## src/iss_map.svh

```systemverilog
// Offsets, field positions, reset values and vectors of the interrupt stack sequencer
`ifndef ISS_MAP_SVH
`define ISS_MAP_SVH

// ----------------------------------------------------------------------------
// Register offsets
// ----------------------------------------------------------------------------
`define ISS_ADDR_SERIAL_MODE 8'hf6
`define ISS_ADDR_INT_CTRL    8'hfe
`define ISS_ADDR_TMR_CTRL    8'hff

// ----------------------------------------------------------------------------
// Field positions
// ----------------------------------------------------------------------------
`define ISS_SER_SRC_BIT      2
`define ISS_STACK_PAGE_BIT   4
`define ISS_IC_PIN1_REQ      0
`define ISS_IC_PIN1_EN       1
`define ISS_IC_TMRX_REQ      2
`define ISS_IC_TMRX_EN       3
`define ISS_IC_PIN2_REQ      4
`define ISS_IC_PIN2_EN       5
`define ISS_TC_TMR1_REQ      0
`define ISS_TC_TMR1_EN       1
`define ISS_TC_TMR2_REQ      2
`define ISS_TC_TMR2_EN       3
`define ISS_ST_IRQ_OFF       2
`define ISS_ST_BREAK         4

// ----------------------------------------------------------------------------
// Reset values and masks
// ----------------------------------------------------------------------------
`define ISS_ST_RESET         8'h04
`define ISS_ST_FLAG_MASK     8'heb
`define ISS_SER_RESET        4'h0
`define ISS_SPARE_RESET      3'h0

// ----------------------------------------------------------------------------
// Vector low-byte addresses; the high byte sits one above
// ----------------------------------------------------------------------------
`define ISS_VEC_RESET        16'hfffe
`define ISS_VEC_PIN1         16'hfffc
`define ISS_VEC_TMRX         16'hfffa
`define ISS_VEC_TMR1         16'hfff8
`define ISS_VEC_TMR2         16'hfff6
`define ISS_VEC_PIN2         16'hfff4
`define ISS_SRC_RESET        3'h5

`endif

```

## src/iss_pkg.sv

```systemverilog
// Types of the interrupt stack sequencer
package iss_pkg;

	typedef enum logic [3:0] {
		op_push_accumulator     = 4'h0,
		op_pull_accumulator     = 4'h1,
		op_push_status          = 4'h2,
		op_pull_status          = 4'h3,
		op_call                 = 4'h4,
		op_sub_return           = 4'h5,
		op_interrupt_return     = 4'h6,
		op_software_break       = 4'h7,
		op_set_interrupt_disable   = 4'h8,
		op_clear_interrupt_disable = 4'h9,
		op_index_to_stack_transfer = 4'ha,
		op_irq_entry            = 4'hb,
		op_reset_entry          = 4'hc
	} iss_op_t;

	typedef enum logic [2:0] {
		st_idle      = 3'h0,
		st_push      = 3'h1,
		st_pull_addr = 3'h2,
		st_pull_data = 3'h3,
		st_vec_addr  = 3'h4,
		st_vec_wait  = 3'h5,
		st_vec_data  = 3'h6
	} iss_state_t;

	typedef enum logic [1:0] {
		item_pch    = 2'h0,
		item_pcl    = 2'h1,
		item_status = 2'h2,
		item_acc    = 2'h3
	} iss_item_t;

endpackage

```

## src/iss_stack_ram.sv

```systemverilog
// Two-page stack memory with registered read data
`timescale 1ns/1ps
module iss_stack_ram (
	input  wire logic       clk_sys_i,
	input  wire logic       we_i,
	input  wire logic       re_i,
	input  wire logic [8:0] addr_i,
	input  wire logic [7:0] wdata_i,
	output logic      [7:0] rdata_o
);
	logic [7:0] mem [0:511];
	logic [7:0] rdata_reg;

	// No reset on the array: stack contents are undefined until pushed
	always_ff @(posedge clk_sys_i) begin
		if (we_i) begin
			mem[addr_i] <= wdata_i;
		end
		if (re_i) begin
			rdata_reg <= mem[addr_i];
		end
	end

	assign rdata_o = rdata_reg;
endmodule

```

## src/iss_top.sv

```systemverilog
// Interrupt entry, priority selection and stack sequencing for an 8-bit core
//
// Summary of operation
// [RL1] Stack pointer eight bits, no reset
// [RL2] Stack page bit selects address high byte
// [RL3] Software keeps page zero in single-chip use
// [RL4] Entry pushes counter high, counter low, status
// [RL5] Interrupt return pulls status then counter
// [RL6] Accumulator only by push and pull commands
// [RL7] Status push and pull commands
// [RL8] Call pushes counter only; return restores it
// [RL9] Sixteen-bit program counter from two halves
// [RL10] Acceptance sets interrupt disable; set/clear commands
// [RL11] Break uses lowest-priority vector entry sequence
// [RL12] Break flag marks software-break entries
// [RL13] Fixed priorities and vector pairs
// [RL14] Five request sources accepted
// [RL15] Serial mode bit two picks fifth source
// [RL16] Software makes shared pin an input
// [RL17] Acceptance stacks, vectors, clears request
// [RL18] Reset highest priority, never masked
// [RL19] Disable flag and enables gate requests
// [RL20] Smallest priority number served first
// [RL21] Requests checked only at instruction boundaries
`timescale 1ns/1ps
`include "iss_map.svh"
module iss_top (
	input  wire logic            clk_sys_i,
	input  wire logic            arst_n_i,
	input  wire logic [7:0]      reg_addr_i,
	input  wire logic            reg_wr_i,
	input  wire logic            reg_rd_i,
	input  wire logic [7:0]      reg_wdata_i,
	output logic      [7:0]      reg_rdata_o,
	input  wire logic            boundary_i,
	input  wire logic            cmd_valid_i,
	input  iss_pkg::iss_op_t     cmd_op_i,
	input  wire logic [7:0]      cmd_data_i,
	input  wire logic [15:0]     pc_i,
	input  wire logic            flags_wr_i,
	input  wire logic [7:0]      flags_i,
	input  wire logic            pin_interrupt_one_n_i,
	input  wire logic            shared_port_pin_i,
	input  wire logic            timer_x_evt_i,
	input  wire logic            timer1_evt_i,
	input  wire logic            timer2_evt_i,
	input  wire logic            serial_done_i,
	output logic                 vec_rd_o,
	output logic      [15:0]     vec_addr_o,
	input  wire logic [7:0]      vec_data_i,
	output logic      [15:0]     program_counter_o,
	output logic                 pc_load_o,
	output logic      [7:0]      processor_status_o,
	output logic      [7:0]      acc_o,
	output logic                 acc_load_o,
	output logic      [7:0]      sp_o,
	output logic                 busy_o,
	output logic                 done_o
);
	import iss_pkg::*;

	// ------------------------------------------------------------------------
	// Decoding helpers
	// ------------------------------------------------------------------------
	function automatic logic [1:0] seq_len(input iss_op_t op);
		unique case (op)
			op_call, op_sub_return:                          seq_len = 2'h2;
			op_interrupt_return, op_software_break, op_irq_entry: seq_len = 2'h3;
			default:                                         seq_len = 2'h1;
		endcase
	endfunction

	function automatic iss_item_t seq_item(input iss_op_t op, input logic [1:0] idx);
		unique case (op)
			op_push_accumulator, op_pull_accumulator: seq_item = item_acc;
			op_push_status, op_pull_status:           seq_item = item_status;
			op_interrupt_return:
				seq_item = (idx == 2'h0) ? item_status : ((idx == 2'h1) ? item_pcl : item_pch);
			op_sub_return:
				seq_item = (idx == 2'h0) ? item_pcl : item_pch;
			default:
				seq_item = (idx == 2'h0) ? item_pch : ((idx == 2'h1) ? item_pcl : item_status);
		endcase
	endfunction

	function automatic logic [15:0] vec_base(input logic [2:0] src);
		unique case (src)
			3'h0:    vec_base = `ISS_VEC_PIN1;
			3'h1:    vec_base = `ISS_VEC_TMRX;
			3'h2:    vec_base = `ISS_VEC_TMR1;
			3'h3:    vec_base = `ISS_VEC_TMR2;
			3'h4:    vec_base = `ISS_VEC_PIN2;
			default: vec_base = `ISS_VEC_RESET;
		endcase
	endfunction

	function automatic logic [2:0] first_set(input logic [4:0] vec);
		first_set = 3'h0;
		for (int i = 4; i >= 0; i--) begin
			if (vec[i]) begin
				first_set = 3'(i);
			end
		end
	endfunction

	// ------------------------------------------------------------------------
	// Pin synchronisers and request sources
	// ------------------------------------------------------------------------
	logic [1:0] pin_meta_reg;
	logic [1:0] pin_sync_reg;
	logic [1:0] pin_prev_reg;
	logic [1:0] pin_fall;
	logic [4:0] evt;
	logic [4:0] req_reg,  req_next;
	logic [4:0] en_reg,   en_next;
	logic [3:0] ser_mode_reg, ser_mode_next;
	logic       page_reg, page_next;
	logic [1:0] ic_spare_reg, ic_spare_next;
	logic [2:0] tc_spare_reg, tc_spare_next;
	logic [7:0] rdata_reg, rdata_next;
	logic [4:0] sw_clr;
	logic [4:0] take_mask;
	logic [4:0] irq_pend;
	logic       irq_take;
	logic       wr_ic;
	logic       wr_tc;

	// Active-low pins: a falling edge raises the request
	assign pin_fall = pin_prev_reg & ~pin_sync_reg;
	assign evt = {pin_fall[1],
		ser_mode_reg[`ISS_SER_SRC_BIT] ? serial_done_i : timer2_evt_i, // RL15
		timer1_evt_i, timer_x_evt_i, pin_fall[0]};                      // RL14

	assign wr_ic = reg_wr_i && (reg_addr_i == `ISS_ADDR_INT_CTRL);
	assign wr_tc = reg_wr_i && (reg_addr_i == `ISS_ADDR_TMR_CTRL);

	always_comb begin
		sw_clr        = 5'h0;
		en_next       = en_reg;
		ser_mode_next = ser_mode_reg;
		page_next     = page_reg;
		ic_spare_next = ic_spare_reg;
		tc_spare_next = tc_spare_reg;
		rdata_next    = rdata_reg;
		if (wr_ic) begin
			sw_clr[0] = ~reg_wdata_i[`ISS_IC_PIN1_REQ];
			sw_clr[1] = ~reg_wdata_i[`ISS_IC_TMRX_REQ];
			sw_clr[4] = ~reg_wdata_i[`ISS_IC_PIN2_REQ];
			en_next[0] = reg_wdata_i[`ISS_IC_PIN1_EN];
			en_next[1] = reg_wdata_i[`ISS_IC_TMRX_EN];
			en_next[4] = reg_wdata_i[`ISS_IC_PIN2_EN];
			ic_spare_next = reg_wdata_i[7:6];
		end
		if (wr_tc) begin
			sw_clr[2] = ~reg_wdata_i[`ISS_TC_TMR1_REQ];
			sw_clr[3] = ~reg_wdata_i[`ISS_TC_TMR2_REQ];
			en_next[2] = reg_wdata_i[`ISS_TC_TMR1_EN];
			en_next[3] = reg_wdata_i[`ISS_TC_TMR2_EN];
			page_next  = reg_wdata_i[`ISS_STACK_PAGE_BIT];
			tc_spare_next = reg_wdata_i[7:5];
		end
		if (reg_wr_i && (reg_addr_i == `ISS_ADDR_SERIAL_MODE)) begin
			ser_mode_next = reg_wdata_i[3:0];
		end
		// A new event beats both the software clear and the acceptance clear
		req_next = (req_reg & ~sw_clr & ~take_mask) | evt; // RL17
		if (reg_rd_i) begin
			unique case (reg_addr_i)
				`ISS_ADDR_SERIAL_MODE: rdata_next = {4'h0, ser_mode_reg};
				`ISS_ADDR_INT_CTRL:
					rdata_next = {ic_spare_reg, en_reg[4], req_reg[4],
						en_reg[1], req_reg[1], en_reg[0], req_reg[0]};
				`ISS_ADDR_TMR_CTRL:
					rdata_next = {tc_spare_reg, page_reg,
						en_reg[3], req_reg[3], en_reg[2], req_reg[2]};
				default: rdata_next = 8'h00;
			endcase
		end
	end

	always_ff @(posedge clk_sys_i or negedge arst_n_i) begin
		if (!arst_n_i) begin
			pin_meta_reg <= 2'h3;
			pin_sync_reg <= 2'h3;
			pin_prev_reg <= 2'h3;
			req_reg      <= 5'h00;
			en_reg       <= 5'h00;
			ser_mode_reg <= `ISS_SER_RESET;
			page_reg     <= 1'b0;
			ic_spare_reg <= 2'h0;
			tc_spare_reg <= `ISS_SPARE_RESET;
			rdata_reg    <= 8'h00;
		end else begin
			pin_meta_reg <= {shared_port_pin_i, pin_interrupt_one_n_i};
			pin_sync_reg <= pin_meta_reg;
			pin_prev_reg <= pin_sync_reg;
			req_reg      <= req_next;
			en_reg       <= en_next;
			ser_mode_reg <= ser_mode_next;
			page_reg     <= page_next;
			ic_spare_reg <= ic_spare_next;
			tc_spare_reg <= tc_spare_next;
			rdata_reg    <= rdata_next;
		end
	end

	// ------------------------------------------------------------------------
	// Acceptance and stack sequencer
	// ------------------------------------------------------------------------
	iss_state_t  state_reg, state_next;
	iss_op_t     op_reg,    op_next;
	logic [1:0]  idx_reg,   idx_next;
	logic [2:0]  src_reg,   src_next;
	logic        by_break_reg, by_break_next;
	logic [15:0] pc_reg,    pc_next;
	logic [7:0]  status_reg, status_next;
	logic [7:0]  acc_reg,   acc_next;
	logic [7:0]  sp_reg,    sp_next;
	logic        acc_load_reg, acc_load_next;
	logic        pc_load_reg,  pc_load_next;
	logic        vec_rd_reg,   vec_rd_next;
	logic [15:0] vec_addr_reg, vec_addr_next;
	logic        busy_reg,  busy_next;
	logic        done_reg,  done_next;
	logic        ram_we;
	logic        ram_re;
	logic [8:0]  ram_addr;
	logic [7:0]  ram_wdata;
	logic [7:0]  ram_rdata;
	logic        is_entry;
	logic        last_item;
	iss_item_t   cur_item;
	logic [7:0]  entry_status;

	assign irq_pend  = req_reg & en_reg;                                        // RL19
	assign irq_take  = (state_reg == st_idle) && boundary_i                     // RL21
		&& !status_reg[`ISS_ST_IRQ_OFF] && (irq_pend != 5'h0);                  // RL19
	assign take_mask = irq_take ? (5'h01 << first_set(irq_pend)) : 5'h00;       // RL20
	assign is_entry  = (op_reg == op_irq_entry) || (op_reg == op_software_break);
	assign cur_item  = seq_item(op_reg, idx_reg);
	assign last_item = (idx_reg == (seq_len(op_reg) - 2'h1));
	assign entry_status = by_break_reg ? (status_reg | (8'h01 << `ISS_ST_BREAK)) // RL12
		: (status_reg & ~(8'h01 << `ISS_ST_BREAK));

	always_comb begin
		state_next = state_reg;
		op_next    = op_reg;
		idx_next   = idx_reg;
		src_next   = src_reg;
		by_break_next = by_break_reg;
		pc_next    = pc_reg;
		status_next = status_reg;
		acc_next   = acc_reg;
		sp_next    = sp_reg;
		acc_load_next = 1'b0;
		pc_load_next  = 1'b0;
		vec_rd_next   = 1'b0;
		vec_addr_next = vec_addr_reg;
		done_next  = 1'b0;
		ram_we     = 1'b0;
		ram_re     = 1'b0;
		ram_addr   = {page_reg, sp_reg};                                        // RL2
		ram_wdata  = acc_reg;
		if (flags_wr_i) begin
			status_next = (status_reg & ~`ISS_ST_FLAG_MASK) | (flags_i & `ISS_ST_FLAG_MASK);
		end
		unique case (state_reg)
			st_idle: begin
				idx_next = 2'h0;
				if (irq_take) begin
					op_next    = op_irq_entry;
					src_next   = first_set(irq_pend);                           // RL20
					by_break_next = 1'b0;
					pc_next    = pc_i;
					state_next = st_push;                                       // RL17
				end else if (cmd_valid_i) begin
					op_next  = cmd_op_i;
					pc_next  = pc_i;
					acc_next = cmd_data_i;
					by_break_next = (cmd_op_i == op_software_break);
					src_next = 3'h4;                                            // RL11
					unique case (cmd_op_i)
						op_push_accumulator, op_push_status, op_call, op_software_break:
							state_next = st_push;                               // RL6 RL7 RL8 RL11
						op_pull_accumulator, op_pull_status, op_sub_return,
						op_interrupt_return:
							state_next = st_pull_addr;                          // RL5 RL6 RL7 RL8
						op_set_interrupt_disable: begin
							status_next[`ISS_ST_IRQ_OFF] = 1'b1;                // RL10
							done_next = 1'b1;
						end
						op_clear_interrupt_disable: begin
							status_next[`ISS_ST_IRQ_OFF] = 1'b0;                // RL10
							done_next = 1'b1;
						end
						op_index_to_stack_transfer: begin
							sp_next   = cmd_data_i;                             // RL1
							done_next = 1'b1;
						end
						default: done_next = 1'b1;
					endcase
				end
			end
			st_push: begin
				ram_we = 1'b1;
				unique case (cur_item)                                          // RL4
					item_pch:    ram_wdata = pc_reg[15:8];
					item_pcl:    ram_wdata = pc_reg[7:0];
					item_status: ram_wdata = is_entry ? entry_status : status_reg;
					item_acc:    ram_wdata = acc_reg;
				endcase
				sp_next = sp_reg - 8'h01;                                       // RL4
				idx_next = idx_reg + 2'h1;
				if (last_item) begin
					idx_next = 2'h0;
					if (is_entry) begin
						status_next[`ISS_ST_IRQ_OFF] = 1'b1;                    // RL10
						status_next[`ISS_ST_BREAK]   = by_break_reg;            // RL12
						state_next = st_vec_addr;
					end else begin
						done_next  = 1'b1;
						state_next = st_idle;
					end
				end
			end
			st_pull_addr: begin
				ram_re     = 1'b1;
				ram_addr   = {page_reg, sp_reg + 8'h01};
				sp_next    = sp_reg + 8'h01;
				state_next = st_pull_data;
			end
			st_pull_data: begin
				unique case (cur_item)                                          // RL5
					item_pch:    pc_next[15:8] = ram_rdata;
					item_pcl:    pc_next[7:0]  = ram_rdata;
					item_status: status_next   = ram_rdata;
					item_acc:    acc_next      = ram_rdata;
				endcase
				idx_next   = idx_reg + 2'h1;
				state_next = st_pull_addr;
				if (last_item) begin
					idx_next      = 2'h0;
					done_next     = 1'b1;
					state_next    = st_idle;
					pc_load_next  = (op_reg == op_sub_return) || (op_reg == op_interrupt_return);
					acc_load_next = (op_reg == op_pull_accumulator);
				end
			end
			st_vec_addr: begin
				vec_rd_next   = 1'b1;
				vec_addr_next = vec_base(src_reg) | {15'h0000, ~idx_reg[0]};    // RL13
				state_next    = st_vec_wait;
			end
			st_vec_wait: begin
				state_next = st_vec_data;
			end
			st_vec_data: begin
				if (idx_reg == 2'h0) begin
					pc_next[15:8] = vec_data_i;                                 // RL9
					idx_next      = 2'h1;
					state_next    = st_vec_addr;
				end else begin
					pc_next[7:0]  = vec_data_i;                                 // RL9
					idx_next      = 2'h0;
					pc_load_next  = 1'b1;
					done_next     = 1'b1;
					state_next    = st_idle;
				end
			end
			default: state_next = st_idle;
		endcase
		busy_next = (state_next != st_idle);
	end

	// Reset itself runs as the first, unmaskable entry: vector only, no stacking
	always_ff @(posedge clk_sys_i or negedge arst_n_i) begin
		if (!arst_n_i) begin
			state_reg    <= st_vec_addr;                                        // RL18
			op_reg       <= op_reset_entry;
			idx_reg      <= 2'h0;
			src_reg      <= `ISS_SRC_RESET;                                     // RL18
			by_break_reg <= 1'b0;
			pc_reg       <= 16'h0000;
			status_reg   <= `ISS_ST_RESET;
			acc_reg      <= 8'h00;
			acc_load_reg <= 1'b0;
			pc_load_reg  <= 1'b0;
			vec_rd_reg   <= 1'b0;
			vec_addr_reg <= 16'h0000;
			busy_reg     <= 1'b1;
			done_reg     <= 1'b0;
		end else begin
			state_reg    <= state_next;
			op_reg       <= op_next;
			idx_reg      <= idx_next;
			src_reg      <= src_next;
			by_break_reg <= by_break_next;
			pc_reg       <= pc_next;
			status_reg   <= status_next;
			acc_reg      <= acc_next;
			acc_load_reg <= acc_load_next;
			pc_load_reg  <= pc_load_next;
			vec_rd_reg   <= vec_rd_next;
			vec_addr_reg <= vec_addr_next;
			busy_reg     <= busy_next;
			done_reg     <= done_next;
		end
	end

	// Deliberately without reset: software must load it before any stacking
	always_ff @(posedge clk_sys_i) begin
		sp_reg <= sp_next;                                                      // RL1
	end

	iss_stack_ram u_stack_ram (
		.clk_sys_i (clk_sys_i),
		.we_i      (ram_we),
		.re_i      (ram_re),
		.addr_i    (ram_addr),
		.wdata_i   (ram_wdata),
		.rdata_o   (ram_rdata)
	);

	assign reg_rdata_o        = rdata_reg;
	assign vec_rd_o           = vec_rd_reg;
	assign vec_addr_o         = vec_addr_reg;
	assign program_counter_o  = pc_reg;
	assign pc_load_o          = pc_load_reg;
	assign processor_status_o = status_reg;
	assign acc_o              = acc_reg;
	assign acc_load_o         = acc_load_reg;
	assign sp_o               = sp_reg;
	assign busy_o             = busy_reg;
	assign done_o             = done_reg;
endmodule

```

## config.mk

```make
export PLATFORM = sky130hd
export DESIGN_NAME = iss_top
export DESIGN_NICKNAME = d
export VERILOG_FILES = /design/src/iss_pkg.sv /design/src/iss_stack_ram.sv /design/src/iss_top.sv
export VERILOG_INCLUDE_DIRS = /design/src /design/src/src
export SDC_FILE = /design/constraint.sdc
export NUM_CORES = 2
export LEC_CHECK = 0
export BUFFER_PORTS_ARGS = -buffer_cell sky130_fd_sc_hd__buf_2
export CAP_MARGIN = 10
export CORE_UTILIZATION = 28
export CTS_BUF_LIST = sky130_fd_sc_hd__clkbuf_8
export DETAILED_ROUTE_END_ITERATION = 10
export SYNTH_ARGS = -nofsm -noshare
export SYNTH_HDL_FRONTEND = slang
export SYNTH_HIERARCHICAL = 1
export SYNTH_SLANG_ARGS = --single-unit
```

## constraint.sdc

```tcl
create_clock -name clk_sys_i -period 27.8 [get_ports clk_sys_i]
set_clock_uncertainty 0.1 [all_clocks]
set_input_delay 5.56 -clock clk_sys_i [delete_from_list [all_inputs] [get_ports clk_sys_i]]
set_output_delay 5.56 -clock clk_sys_i [all_outputs]
set_load 0.005 [all_outputs]
```

==> results.json <==
{
  "outcome": "completed",
  "cts_setup_buffers": 0,
  "final_common_cell": "edfxtp_1",
  "dp_hpwl_mm": 274,
  "setup_tns_ps": 0,
  "drive_gt1_frac": 0.230,
  "slew_violations": 0,
  "p_comb_frac": 0.397,
  "rows": 281,
  "synth-seq-cells": 4201,
  "cts_buffers": 660,
  "gr-usage-met2": 0.231,
  "dieHeight_um": 768,
  "drv_cap": 0,
  "hold-worst-slack_ps": 255,
  "vias": 85900,
  "clock_latency_ps": 1250,
  "instances_no_fill": 17000,
  "synth.net_count": 8265,
  "cts.repair.resized": 0,
  "nets": 8755,
  "htreeDepth": 6,
  "ctsHoldBuffers": 0,
  "initial_core_util": 0.281,
  "place.gp.congestion": 0.858,
  "tightest_slew_ps": 1270,
  "top_register": "u_stack_ram/mem",
  "finalPower_mw": 22.8,
  "layout_common_cells": "4112 x edfxtp_1, 816 x mux4_2, 666 x clkbuf_8",
  "place_area_um2": 174000,
  "use_met3": 0.0304,
  "cts_tree": "yes",
  "worstPathMaxFanout": 50,
  "busiest_layer": "met2",
  "coreArea_um2": 585000,
  "setup_viol": 0,
  "end_kind": "flop",
  "grt_pass1_wl_mm": 636,
  "ys_types": 91,
  "antenna_found_initial": 23,
  "area.growth.synth_to_final_pct": 13.1,
  "synth_area_leaders": "edfxtp_1 75%, mux4_2 11%, mux2i_1 2.8%",
  "ir_drop_uv": 183,
  "slew_headroom": 0.131,
  "final_antenna_net_count": 0,
  "wire_per_inst_um": 26.7,
  "drc": 0,
  "largest_reg_flops": 4096,
  "cts.path.max_buffers": 4,
  "drt_iter0_drc": 10900,
  "clkPwrFrac": 0.207,
  "max_freq_ghz": 0.0998,
  "ys.flop_type": "edfxtp_1",
  "hold_violations": 0,
  "p_sw_frac": 0.382,
  "power_density_nw_per_um2": 123,
  "netlist_area_um2": 164000,
  "p_leak_nw": 58.0,
  "fin_crit_sh": 0.360,
  "syn_inst": 8186,
  "io_pins": 142,
  "clock-root-buffer": "clkbuf_8",
  "dr.pass1.iters": 6,
  "die_area_um2": 590000,
  "final_cell_area_um2": 186000,
  "port-buffer-count": 139,
  "synthArstFlopShare": 0.0212,
  "clk_pin_slew_ps": 60,
  "grt_start_max_net_pins": 203,
  "critPathLaunchType": "flop",
  "fin_util": 0.318,
  "power.internal_mw": 14.1,
  "ys_seq_area_frac": 0.765,
  "yosysTopAreaCell": "edfxtp_1",
  "yosys.area.top_type_share": 0.751,
  "avgSynthCellArea_um2": 20.1,
  "grt_pass1_vias": 84500,
  "routed_wl_mm": 453,
  "post-route-min-period_ps": 10020,
  "min_path_type": "flop to flop",
  "met1_usage": 0.205,
  "synth_edf_count": 4112,
  "placed_cells": 15800,
  "critPathKind": "flop to flop",
  "grt_overflow": 0,
  "die_w_um": 768,
  "grt_use_total": 0.147,
  "p_sw_mw": 8.73,
  "yosysWarnings": 6,
  "via_per_inst": 5.06,
  "dp_worst_setup_slack_ps": 17700,
  "worstPathRequired_ps": 28430,
  "critPathArrivalTime_ps": 10650,
  "rsz0062_at_grt": "false",
  "cts_sinks": 4201,
  "layout_setup_ws_ps": 17780,
  "pwr-share-seq": 0.396
}
==> power by group through the flow <==
stage                     clock (mW)  combinational, mW  sequential, mW
after floorplan                    0               5.50            11.1
after global placement             0               8.91            9.16
after detailed placement           0               9.03            9.17
after CTS                       4.81               9.04            9.04
after global routing            5.07               9.44            9.05
final                           4.72               9.06            9.05
==> logic make-up (layout without fill, tap and decap cells) <==
group	after synthesis	count (layout)	share of synthesized area
AOI/OAI and AO/OA	938	938	0.0405
xor gates and xnor gates	10	10	0.000533
adders and majority gates	6	6	0.000457
buffers and inverters	560	1549	0.0175
DFF	4201	4201	0.765
muxes	1336	1336	0.144
other	0	12	0
and+or+nand+nor	1135	1135	0.0319
==> per-layer routing <==
metal | vias up | routed length, um
met5 | - | 83
met4 | 12 | 15800
met3 | 772 | 42700
met2 | 4343 | 210000
met1 | 45700 | 185000
li1 | 35100 | -
==> area by class of cell <==
type | instances | area, um^2
fillers | 56000 | 399000
inverters | 27 | 114
clock buffers | 666 | 9170
repair buffers | 361 | 2490
flip-flops and latches | 4201 | 126000
diodes | 12 | 30.0
well taps | 7782 | 9740
multi-input cells | 3425 | 36100
clock inverters | 495 | 2430
==> worst max-delay path, stage by stage, from the launching register on <==
cell	delay (ps)
dfstp_2	1170
nor2_1	180
nand2_1	300
inv_1	470
ha_1	540
inv_8	310
buf_4	640
buf_4	450
buf_4	560
buf_4	780
buf_4	770
mux4_2	610
a32oi_1	300
o21ai_0	210
or4_1	550
nor4_2	820
nand4_1	600
==> cells in the mapped netlist (17+ instances only) <==
library cell / count
nor4_1: 39
o21ai_0: 64
mux2_2: 67
a221oi_1: 91
a21oi_1: 121
buf_6: 26
clkbuf_1: 216
inv_1: 24
a211oi_1: 38
buf_2: 190
edfxtp_1: 4112
buf_4: 70
nand3_1: 72
o22ai_1: 161
a32oi_1: 27
mux2i_1: 453
nor2b_1: 28
a31oi_1: 80
nor2_1: 579
o22a_1: 20
mux4_2: 816
a22o_1: 51
nor3b_1: 17
nand2_1: 192
and2_1: 22
dfrtp_1: 76
and3_1: 29
buf_1: 24
nor3_1: 25
o211ai_1: 25
nand4_1: 51
a22oi_1: 180
==> path summary, 6_finish.rpt <==
path,end,cells after the start,slack (ps),from
min in group asynchronous,done_o$_DFF_PN0_,1,4090,arst_n_i
worst max-delay path,u_stack_ram/rdata_o[4]$_DFFE_PP_,16,17780,state_reg[2]$_DFF_PN1_
max in group asynchronous,acc_o[3]$_DFFE_PN0P_,2,22260,arst_n_i
worst min-delay path,pin_sync_reg[1]$_DFF_PN1_,0,250,pin_meta_reg[1]$_DFF_PN1_
worst max register to register,u_stack_ram/rdata_o[4]$_DFFE_PP_,16,17780,state_reg[2]$_DFF_PN1_
worst min register to register,pin_sync_reg[1]$_DFF_PN1_,0,250,pin_meta_reg[1]$_DFF_PN1_
Power figures use the tool's default switching activity.
